### config.mk
export PLATFORM = sky130hd
export DESIGN_NAME = ethernet_power_save_control
export DESIGN_NICKNAME = d
export VERILOG_FILES = /design/src/hdl/eth_power_save_pkg.sv /design/src/hdl/bit_rate_divider.sv /design/src/hdl/ethernet_power_save_control.sv
export SDC_FILE = /design/constraint.sdc
export NUM_CORES = 1
export LEC_CHECK = 0
export ABC_CLOCK_PERIOD_IN_PS = 2400
export BUFFER_PORTS_ARGS = -buffer_cell sky130_fd_sc_hd__clkbuf_2
export CAP_MARGIN = 20
export CORE_ASPECT_RATIO = 0.75
export CORE_MARGIN = 2
export CORE_UTILIZATION = 48
export DETAILED_ROUTE_END_ITERATION = 12
export HOLD_SLACK_MARGIN = 0.1
export MAX_ROUTING_LAYER = met4
export PLACE_DENSITY = 0.8
export SETUP_SLACK_MARGIN = 0.2
export SLEW_MARGIN = 10
export SYNTH_ARGS = -nofsm -noshare
export SYNTH_HDL_FRONTEND = slang
export SYNTH_SLANG_ARGS = --single-unit
### constraint.sdc
create_clock -name clk -period 2.4 [get_ports clk]
set_clock_uncertainty 0.2 [all_clocks]
set_input_delay 0.24 -clock clk [delete_from_list [all_inputs] [get_ports clk]]
set_output_delay 0.24 -clock clk [all_outputs]
set_load 0.01 [all_outputs]
### src/hdl/eth_power_save_pkg.sv
// Constants and state type for the Ethernet power-save sequencer.
package eth_power_save_pkg;

  // ==========================================================================
  // Timing
  // ==========================================================================
  localparam int unsigned CLK_PERIOD_NS   = 100;
  localparam int unsigned WAKE_SETTLE_MS  = 500;
  localparam int unsigned WAKE_SETTLE_CYC = (WAKE_SETTLE_MS * 1000000) / CLK_PERIOD_NS;
  localparam int unsigned SOFT_RESET_CYC  = 2;
  localparam int unsigned WAKE_CNT_W      = 24;

  // ==========================================================================
  // Reset values
  // ==========================================================================
  localparam logic [7:0] NET_OUT_RESET   = 8'h00;
  localparam logic [7:0] BUS_CFG_RESET   = 8'h00;

  // ==========================================================================
  // Sequencer states
  // ==========================================================================
  typedef enum logic [4:0] {
    ST_RUN       = 5'h01,
    ST_WAIT_GNT  = 5'h02,
    ST_SOFT_RST  = 5'h04,
    ST_SLEEP     = 5'h08,
    ST_WAKE      = 5'h10
  } seq_state_t;

endpackage : eth_power_save_pkg

### src/hdl/bit_rate_divider.sv
// Divide-by-two enable that gives the network bit rate from the oscillator.
`timescale 1ns/100ps
`default_nettype none

module bit_rate_divider
(
  // Clock and reset
  input  wire logic clk,
  input  wire logic rst_n,
  // Control
  input  wire logic run,
  // Bit-rate enable
  output logic      bitEn
);

  logic phase_q;
  logic phase_d;

  always_comb
  begin
    phase_d = run ? ~phase_q : 1'b0;
  end

  always_ff @(posedge clk or negedge rst_n)
  begin
    if (!rst_n)
      phase_q <= 1'b0;
    else
      phase_q <= phase_d;
  end

  assign bitEn = phase_q;

endmodule : bit_rate_divider

`default_nettype wire

### src/hdl/ethernet_power_save_control.sv
// Power-save sequencer for the Ethernet section, with its assertions.
`timescale 1ns/100ps
`default_nettype none

// What this block does
// - A low power-save request first runs a soft reset and then enters the reduced-power state.
// - That soft reset leaves the bus configuration registers untouched.
// - In power save the PCI side keeps running and configuration space stays readable and writable.
// - An I/O access aimed at the device during power save ends in a target abort.
// - The bus request is never asserted while in power save.
// - In power save the network outputs hold their soft-reset values and network inputs are ignored.
// - Releasing the request wakes the device and network work waits 0.5 s after that release.
// - A request that arrives with the bus request out waits for grant, drops the request, then sleeps.
// - The power-save request has no effect on the SCSI section.
// - The network bit rate is half the 10 MHz oscillator frequency.
// - Once out, the Ethernet bus request stays out until grant, whatever follows.
// - The hardware reset pin gives a full reset and is held at least 30 clock periods.
module ethernet_power_save_control
#(
  parameter int unsigned WAKE_CYCLES = eth_power_save_pkg::WAKE_SETTLE_CYC
)
(
  // Clock and reset
  input  wire logic       clk,
  input  wire logic       rst_n,
  // Power-save request pin
  input  wire logic       powerSaveReq_n,
  // Bus master handshake
  input  wire logic       busMasterWant,
  input  wire logic       grant_n,
  output logic            ethernet_bus_request_n,
  // Slave decode from the PCI interface
  input  wire logic       ioAccess,
  input  wire logic       cfgAccess,
  output logic            targetAbort,
  output logic            cfgAccessOk,
  // Bus configuration register write port
  input  wire logic       cfgWrite,
  input  wire logic [7:0] cfgWriteData,
  output logic [7:0]      bus_config_registers,
  // Network side
  input  wire logic [7:0] netIn,
  input  wire logic [7:0] netOutCore,
  output logic [7:0]      netIn_gated,
  output logic [7:0]      netOut,
  output logic            netBitEn,
  // Status
  output logic            softReset,
  output logic            sleeping,
  output logic            netReady,
  // SCSI section passes straight through
  input  wire logic       scsiActiveIn,
  output logic            scsiActive
);

  // ==========================================================================
  // Request synchroniser
  // ==========================================================================
  logic syncA_q;
  logic syncB_q;
  logic sleepReq;

  always_ff @(posedge clk or negedge rst_n)
  begin
    if (!rst_n)
    begin
      syncA_q <= 1'b1;
      syncB_q <= 1'b1;
    end
    else
    begin
      syncA_q <= powerSaveReq_n;
      syncB_q <= syncA_q;
    end
  end

  assign sleepReq = ~syncB_q;

  // ==========================================================================
  // Sequencer
  // ==========================================================================
  eth_power_save_pkg::seq_state_t state_q;
  eth_power_save_pkg::seq_state_t state_d;
  logic                           req_q;
  logic                           req_d;
  logic [1:0]                     srCnt_q;
  logic [1:0]                     srCnt_d;
  localparam int unsigned WAKE_CNT_W = eth_power_save_pkg::WAKE_CNT_W;
  logic [eth_power_save_pkg::WAKE_CNT_W-1:0] wakeCnt_q;
  logic [eth_power_save_pkg::WAKE_CNT_W-1:0] wakeCnt_d;
  logic                           granted;

  assign granted = ~grant_n;

  always_comb
  begin
    state_d   = state_q;
    req_d     = req_q;
    srCnt_d   = srCnt_q;
    wakeCnt_d = wakeCnt_q;
    if (req_q && granted)
      req_d = 1'b0;
    unique case (state_q)
      eth_power_save_pkg::ST_RUN:
      begin
        if (sleepReq)
        begin
          if (req_q && !granted)
            state_d = eth_power_save_pkg::ST_WAIT_GNT;
          else
          begin
            state_d = eth_power_save_pkg::ST_SOFT_RST;
            srCnt_d = 2'(eth_power_save_pkg::SOFT_RESET_CYC);
            req_d   = 1'b0;
          end
        end
        else if (!req_q && busMasterWant)
          req_d = 1'b1;
      end
      eth_power_save_pkg::ST_WAIT_GNT:
      begin
        if (granted)
        begin
          state_d = eth_power_save_pkg::ST_SOFT_RST;
          srCnt_d = 2'(eth_power_save_pkg::SOFT_RESET_CYC);
        end
      end
      eth_power_save_pkg::ST_SOFT_RST:
      begin
        if (srCnt_q == 2'h1)
          state_d = eth_power_save_pkg::ST_SLEEP;
        srCnt_d = srCnt_q - 2'h1;
      end
      eth_power_save_pkg::ST_SLEEP:
      begin
        if (!sleepReq)
        begin
          state_d   = eth_power_save_pkg::ST_WAKE;
          wakeCnt_d = WAKE_CNT_W'(WAKE_CYCLES);
        end
      end
      eth_power_save_pkg::ST_WAKE:
      begin
        if (sleepReq)
        begin
          state_d = eth_power_save_pkg::ST_SOFT_RST;
          srCnt_d = 2'(eth_power_save_pkg::SOFT_RESET_CYC);
        end
        else if (wakeCnt_q <= 24'h000001)
          state_d = eth_power_save_pkg::ST_RUN;
        else
          wakeCnt_d = wakeCnt_q - 24'h000001;
      end
      default:
        state_d = eth_power_save_pkg::ST_RUN;
    endcase
  end

  always_ff @(posedge clk or negedge rst_n)
  begin
    if (!rst_n)
    begin
      state_q   <= eth_power_save_pkg::ST_RUN;
      req_q     <= 1'b0;
      srCnt_q   <= 2'h0;
      wakeCnt_q <= '0;
    end
    else
    begin
      state_q   <= state_d;
      req_q     <= req_d;
      srCnt_q   <= srCnt_d;
      wakeCnt_q <= wakeCnt_d;
    end
  end

  logic inSleep;
  logic holdNet;

  assign inSleep   = (state_q == eth_power_save_pkg::ST_SLEEP);
  assign holdNet   = inSleep || (state_q == eth_power_save_pkg::ST_SOFT_RST);
  assign softReset = (state_q == eth_power_save_pkg::ST_SOFT_RST);
  assign sleeping  = inSleep;
  assign netReady  = (state_q == eth_power_save_pkg::ST_RUN);

  assign ethernet_bus_request_n = ~(req_q && !inSleep);

  assign targetAbort = ioAccess && inSleep;

  assign cfgAccessOk = cfgAccess;

  assign scsiActive = scsiActiveIn;

  // ==========================================================================
  // Bus configuration registers
  // ==========================================================================
  logic [7:0] bcfg_q;
  logic [7:0] bcfg_d;

  always_comb
  begin
    bcfg_d = cfgWrite ? cfgWriteData : bcfg_q;
  end

  // full reset on the reset pin
  always_ff @(posedge clk or negedge rst_n)
  begin
    if (!rst_n)
      bcfg_q <= eth_power_save_pkg::BUS_CFG_RESET;
    else
      bcfg_q <= bcfg_d;
  end

  assign bus_config_registers = bcfg_q;

  // ==========================================================================
  // Network side
  // ==========================================================================
  logic [7:0] netOut_q;
  logic [7:0] netOut_d;

  always_comb
  begin
    netOut_d = holdNet ? eth_power_save_pkg::NET_OUT_RESET : netOutCore;
  end

  always_ff @(posedge clk or negedge rst_n)
  begin
    if (!rst_n)
      netOut_q <= eth_power_save_pkg::NET_OUT_RESET;
    else
      netOut_q <= netOut_d;
  end

  assign netOut      = netOut_q;
  assign netIn_gated = holdNet ? 8'h00 : netIn;

  bit_rate_divider u_div
  (
    .clk   (clk),
    .rst_n (rst_n),
    .run   (!holdNet),
    .bitEn (netBitEn)
  );
endmodule : ethernet_power_save_control

`default_nettype wire

## Word-level counts from Yosys, hierarchy flattened

Index checks and enable logic that the tools add are counted.

| word-level totals | value |
|---|---|
| flip-flop bits (word level) | 51 |
| input port bits | 33 |
| output and inout bits | 32 |
| logic and storage cells | 68 |

| cells by class | value |
|---|---|
| add/sub/neg operators | 2 |
| $lt $le $gt $ge | 1 |
| eq/ne operators | 15 |
| mux-type cells | 25 |
| bitwise operators | 3 |
| reduce and logical (&&, ||, !) cells | 13 |

Operator list:

| operator | number |
|---|---|
| $mux 24 | 3 |
| $pmux 24 s2 | 1 |
| $mux 5 | 6 |
| $pmux 5 s5 | 1 |
| $le 24x1->1 const B | 1 |
| $sub 24x1->24 const B | 1 |
| $mux 8 | 2 |
| $ne 2x2->1 const B | 7 |
| $reduce_and 5->1 | 2 |
| $mux 2 | 4 |
| $pmux 2 s4 | 1 |
| $mux 1 | 6 |
| $eq 5x1->1 const B | 1 |
| $eq 5x2->1 const B | 1 |
| $eq 5x3->1 const B | 1 |
| $eq 5x4->1 const B | 1 |
| $eq 5x5->1 const B | 1 |
| $logic_and 1x1->1 | 5 |
| $reduce_and 4->1 | 1 |
| $reduce_bool 4->1 | 1 |
| $mux 3 | 1 |
| $ne 3x3->1 const B | 1 |
| $not 1->1 | 3 |
| $eq 2x1->1 const B | 1 |
| other kinds (5) | 6 |

## Logic depth before layout (Yosys ltp)

Gate-level depths: netlist of the first run.

| logic depth | value |
|---|---|
| depth in word-level cells | 6 |
| depth in mapped cells | 8 |
| depth with buffers taken out | 6 |

## Modules after synthesis

A second synthesis of the first run with hierarchy kept.

| second synthesis, totals | value |
|---|---|
| cell total of the unflattened synthesis | 249 |
| area total of the unflattened synthesis | 2,582.5 um^2 |

Modules (own cells, without submodules):

| module | instances | cells an instance | area an instance (um^2) | seq. area each (um^2) |
|---|---|---|---|---|
| ethernet_power_save_control | 1 | 247 | 2,543.7 | 1,255.0 |
| bit_rate_divider | 1 | 2 | 38.8 | 25.0 |

## Least setup slack after synthesis of the first run

Ideal clock, no wire load.

| timing path | value |
|---|---|
| path kind | flip-flop to flip-flop |
| start point | reg wakeCnt_q[13] (netlist bit) |
| end point | reg wakeCnt_q[17] (netlist bit) |
| library setup time | 130 ps |
| arrival time | 2,155 ps |
| required time | 2,070 ps |
| path slack | -85 ps |
| cell stages (with the launch flop) | 7 |
| path buffers | 1 |
| period minus slack after synthesis | 2,485 ps |
| cells stage by stage | dfrtp_1 > or4_4 > or4_1 > buf_6 > o311ai_4 > nor4_2 > mux2i_1 |

| on the way | value |
|---|---|
| longest elaborated chain between the ends | 4 |
| elaborated cells on any way between the ends | 7 |
| classes of those cells | add/sub: 1; order compare: 1; eq/ne: 1; mux: 3; reduce/logical: 1 |

RTL lines:

| item | line | text |
|---|---|---|
| start: declaration | ethernet_power_save_control.sv:89 | `logic [eth_power_save_pkg::WAKE_CNT_W-1:0] wakeCnt_q;` |
| start signal: assignment | ethernet_power_save_control.sv:173 | `wakeCnt_q <= wakeCnt_d;` |
| $sub 24x1->24 | ethernet_power_save_control.sv:152 | `wakeCnt_d = wakeCnt_q - 24'h000001;` |
| $mux 24 | ethernet_power_save_control.sv:149 | `else if (wakeCnt_q <= 24'h000001)` |
| $mux 24 | ethernet_power_save_control.sv:144 | `if (sleepReq)` |
| $pmux 24 s2 | ethernet_power_save_control.sv:103 | `unique case (state_q)` |

Parallel ways exist; a longest one is shown, timed or not. The select of a mux whose other input is x is not followed.
A chain may end at the register's enable or synchronous reset.

## Final worst setup path of the first run

| timing path | value |
|---|---|
| start point | reg wakeCnt_q[17] (netlist bit) |
| end point | reg wakeCnt_q[19] (netlist bit) |

Same word-level chain as after synthesis.

==> flow_summary.yaml, run 1 <==
run_status:
  status: "finished with violations"
  violations: "negative setup slack"
placement:
  post_dp_cell_area_um2: 3200
  globalplace.congestion: 0.930
  dp_hpwl_um: 4630
  pre_cts_ws_ns: -0.108
  numPortBuffers: 60
die:
  core_area_um2: 5300
  start_util: 0.493
  pin_count: 65
  die_h_um: 67.9
  floorplan.die_area_um2: 6050
  rows: 23
  die_w_um: 89.1
timing:
  max_freq_ghz: 0.403
  setup_ws_ns: -0.0818
  fin_crit_sh: 1.03
  hold_viol: 0
  finalCriticalPeriod_ns: 2.48
  drv_slew: 0
  tightestPinTransition_ns: 0.600
  max_slew_margin: 0.600
  setup_viol: 13
  grt_setup_unrepaired: "yes"
route:
  drc: 0
  wl_per_cell_um: 17.9
  drt_iter0_markers: 241
  vias: 2533
  drt_first_pass_iters: 7
  wl_um: 7940
  ant_nets: 0
  vias_per_cell: 5.72
setup_path:
  critPathKind: "register to register"
  worstRegToRegCells: 6
  start_kind: "register"
  required_ns: 2.40
  endpoint_kind: "register"
  worstPathMaxFanout: 5
  arrival_ns: 2.48
synthesis:
  ys_seq_elements: 51
  synthTopCellsByCount: "dfrtp_1 (48), nand2_1 (22), and2_1 (18)"
  synthFlopType: "dfrtp_1"
  synth.cell_area_um2: 2610
  synthCells: 253
  yosysMostFrequentCell: "dfrtp_1"
  async_flop_share: 1.00
  synthTopCellsByArea: "dfrtp_1 (46%), and2_1 (4.3%), mux2_2 (3.5%)"
  synthDistinctLibCells: 51
  syn-mean-instance-area_um2: 10.3
  synth_edf_count: 0
  synthesis.nets: 289
  netlist.area_leader.share: 0.460
  yosysTopAreaCell: "dfrtp_1"
  yosysSeqAreaShare: 0.490
  yosys_warnings: 0
pwr:
  power_mw: 3.48
  ir_worst_vdd_mv: 0.416
  leakagePower_nw: 1.76
  powerDensity_nw_per_um2: 898
clocking:
  clock_latency_ns: 0.32
  cts_sinks: 51
  clock_path_buffers: 2
  cts_tree: "built"
  root_buffer: "clkbuf_8"
  numCtsBuffers: 5
  clkTransAtPathRegs_ns: 0.10
  htreeDepth: 2
grt:
  grt_pass1_wl_um: 11900
  antenna_found_initial: 0
  grt_usage: 0.271
  grt_pass1_vias: 2401
  grt-ovfl-total: 0
  grt_max_degree: 31
min_path:
  hold_class: "input pin to register"
  hold_path_depth: 2
final_layout:
  fin_area_um2: 3870
  fin_nets: 403
  area_growth_pct: 48.4
  drive_above_1_share: 0.429
  final_core_util: 0.731
  diodes: 0
job:
  cap_viol_max_count: 0
==> sequential cells by signal (all words and copies together), names as in the netlist <==
name	flops
srCnt_q	2
bus_config_registers	8
syncB_q	1
wakeCnt_q	24
syncA_q	1
netOut	8
req_q	1
state_q	5
u_div.bitEn	1
==> cell usage in the layout (no fill, tap or decap), drive strengths merged, types with 8 or more instances in the layout <==
cell and n:
clkbuf 65, dlygate4sd3 21, nand3 14, nor2 13
nor4 10, mux2i 8, o21ai 10, inv 10
and2 19, dfrtp 48, buf 38, nor3 8
nand2 22, mux2 8
==> per-layer routing <==
layer,wire [um],part of all wire,GRT usage
met4,322,0.041,0.118
met1,3320,0.42,0.354
met5,0,0,-
met2,3900,0.49,0.414
met3,407,0.051,0.0555
==> final cells by class <==
| class | count | area (um2) |
|---|---|---|
| repair buffers | 119 | 863 |
| inverters | 9 | 33.8 |
| clock inverters | 3 | 23.8 |
| clock buffers | 5 | 68.8 |
| fillers | 361 | 1420 |
| flip-flops and latches | 51 | 1280 |
| multi-input cells | 181 | 1510 |
| well taps | 75 | 93.8 |
==> worst max-delay path, cell delays in order, from the launching register on <==
cell      delay (ns)
dfrtp_1         0.40
or4_4           0.53
or4_4           0.57
o311ai_4        0.32
buf_6           0.17
nor3_2          0.04
mux2i_1         0.12
==> cell families after synthesis <==
| logic type | share of synthesized area |
|---|---|
| and+or+nand+nor | 0.230 |
| adders and majority gates | 0.0144 |
| buffers and inverters | 0.0455 |
| DFF | 0.490 |
| muxes | 0.0652 |
| AOI/OAI and AO/OA | 0.125 |
| xor gates and xnor gates | 0.0302 |
==> path summary, 6_finish.rpt <==
kind	slack, ns	endpoint	start
worst max-delay path	-0.08	wakeCnt_q[19]$_DFFE_PN0P_	wakeCnt_q[17]$_DFFE_PN0P_
worst min-delay path	0.13	bus_config_registers[2]$_DFFE_PN0P_	cfgWrite
worst max register to register	-0.08	wakeCnt_q[19]$_DFFE_PN0P_	wakeCnt_q[17]$_DFFE_PN0P_
worst min register to register	0.16	syncB_q$_DFF_PN1_	syncA_q$_DFF_PN1_
max in group asynchronous	1.12	syncA_q$_DFF_PN1_	rst_n
min in group asynchronous	0.25	wakeCnt_q[8]$_DFFE_PN0P_	rst_n
==> power by group <==
part	leakage [nW]	switching (mW)	internal, mW
Sequential	0.650	0.145	1.01
Combinational	1.07	0.989	0.800
Clock	0.0408	0.321	0.209
Total	1.76	1.46	2.02
==> per-stage QoR <==
stage	std cells	setup TNS [ns]	hold slack (ns)
after floorplan	253	-0.320	-0.256
after global placement	405	-0.186	0.0660
after detailed placement	405	-0.668	0.0756
after CTS	440	-0.170	0.137
after global routing	443	-1.18	0.146
final	443	-0.513	0.125
==> what timing repair did <==
item / CTS / global route
pin swaps: 21 / 10
hold endpoints to repair: 40 / 0
cloned: 1 / 0
buffers inserted: 5 / 3
hold buffers: 21 / 0
setup endpoints to repair: 30 / 35
gates resized for setup: 30 / 24
Power figures use the tool's default switching activity.
==> run 2, diff against run 1 <==
CORE_MARGIN = default   (was 2)
==> flow_summary.yaml, run 2 (same netlist as run 1, synthesis figures left out) <==
run_status:
  status: "finished with violations"
  violations: "negative setup slack"
timing:
  setup_tns_ns: -0.765
  fin_crit_sh: 1.03
  grt_setup_unrepaired: "yes"
  max_freq_ghz: 0.403
  setup_ws_ns: -0.0814
  finalCriticalPeriod_ns: 2.48
  tightestPinTransition_ns: 0.646
  hold_viol: 0
  setup_viol: 13
  max_slew_margin: 0.569
  drv_slew: 0
final_layout:
  diodes: 0
  fin_nets: 400
  layout_common_cells: "clkbuf_2 (60), dfrtp_1 (47), buf_4 (26)"
  area_growth_pct: 48.3
  regMostFlops: "wakeCnt_q"
  drive_above_1_share: 0.427
  mostFrequentLayoutCell: "clkbuf_2"
  final_core_util: 0.764
  largest_register_ffs: 24
clocking:
  clkTransAtPathRegs_ns: 0.10
  clock_latency_ns: 0.32
  cts_tree: "built"
  clock_path_buffers: 2
  cts_sinks: 51
  root_buffer: "clkbuf_8"
  htreeDepth: 2
  numCtsBuffers: 5
die:
  start_util: 0.515
  die_h_um: 65.9
  core_area_um2: 5060
  pin_count: 65
  die_w_um: 87.1
  floorplan.die_area_um2: 5740
  rows: 22
route:
  drt_first_pass_iters: 4
  wl_per_cell_um: 16.9
  ant_nets: 0
  vias_per_cell: 5.65
  vias: 2470
  wl_um: 7400
  drt_iter0_markers: 180
  drc: 0
pwr:
  leakagePower_nw: 1.76
  ir_worst_vdd_mv: 0.432
  powerDensity_nw_per_um2: 906
grt:
  antenna_found_initial: 0
  grt_usage: 0.274
  grt-ovfl-total: 0
  grt_max_degree: 28
  grt_pass1_vias: 2425
  grt_pass1_wl_um: 11600
placement:
  globalplace.congestion: 0.965
  dp_hpwl_um: 4370
  pre_cts_ws_ns: -0.103
  numPortBuffers: 60
setup_path:
  worstRegToRegCells: 6
  critPathLaunch: "wakeCnt_q[18]$_DFFE_PN0P_"
  reg2reg_setup_slack_ns: -0.08
  r2r-start: "wakeCnt_q[18]$_DFFE_PN0P_"
  required_ns: 2.40
  worstPathMaxFanout: 5
  r2r_end: "wakeCnt_q[7]$_DFFE_PN0P_"
  start_kind: "register"
  arrival_ns: 2.48
  critPathKind: "register to register"
  endpoint_kind: "register"
min_path:
  min_from: "cfgWrite"
  hold_path_depth: 2
  hold_class: "input pin to register"
  hold_end: "bus_config_registers[2]$_DFFE_PN0P_"
job:
  cap_viol_max_count: 0
==> run 2: how the worst max path moves through the flow <==
stage                                           end  slack [ns]  cells past startpoint
after global placement    wakeCnt_q[17]$_DFFE_PN0P_       -0.02                      6
final                      wakeCnt_q[7]$_DFFE_PN0P_       -0.08                      6
after CTS                 wakeCnt_q[19]$_DFFE_PN0P_       -0.02                      6
after global routing       wakeCnt_q[7]$_DFFE_PN0P_       -0.13                      6
after floorplan           wakeCnt_q[17]$_DFFE_PN0P_       -0.06                      6
after detailed placement  wakeCnt_q[19]$_DFFE_PN0P_       -0.10                      6
==> run 2: layer usage <==
layer / share of wire / track usage / vias to the layer above
li1: - / - / 1137
met1: 0.41 / 0.333 / 1204
met4: 0.023 / 0.0779 / 0
met5: 0 / - / -
met2: 0.51 / 0.473 / 108
met3: 0.059 / 0.0487 / 21
==> run 2: area by class of cell <==
class	instances	area, um2
Multi-Input combinational cell	181	1520
Sequential cell	51	1280
Fill cell	335	1190
Timing Repair Buffer	116	825
Tap cell	72	90.1
Clock buffer	6	82.6
Clock inverter	2	38.8
Inverter	9	33.8
==> run 2: timing repair <==
action                                  in CTS  in global routing
hold buffers                                21                  0
cloned                                       1                  0
hold endpoints to repair                    40                  0
pin swaps                                   23                 18
endpoints found under the setup margin      33                 34
resized for setup                           38                 19
buffers inserted                             4                  3
==> run 2: per-stage QoR <==
step	cells	area, um2	power, mW	hold WS (ns)
after floorplan	253	2640	1.89	-0.256
after global placement	400	3180	2.26	0.102
after detailed placement	400	3180	2.30	0.0992
after CTS	434	3750	3.27	0.128
after global routing	437	3870	3.69	0.146
final	437	3870	3.51	0.122
==> run 2: critical path: stages, from the launching register on <==
cell and delay [ns]:
dfrtp_1 0.41, or4_4 0.55, buf_4 0.17, or4_4 0.57, o31ai_4 0.27, nor3_2 0.08, mux2i_1 0.12
==> run 2: report_power, final <==
| part | internal [mW] | switching (mW) |
|---|---|---|
| clock network | 0.343 | 0.299 |
| logic | 0.747 | 0.940 |
| registers | 1.01 | 0.165 |
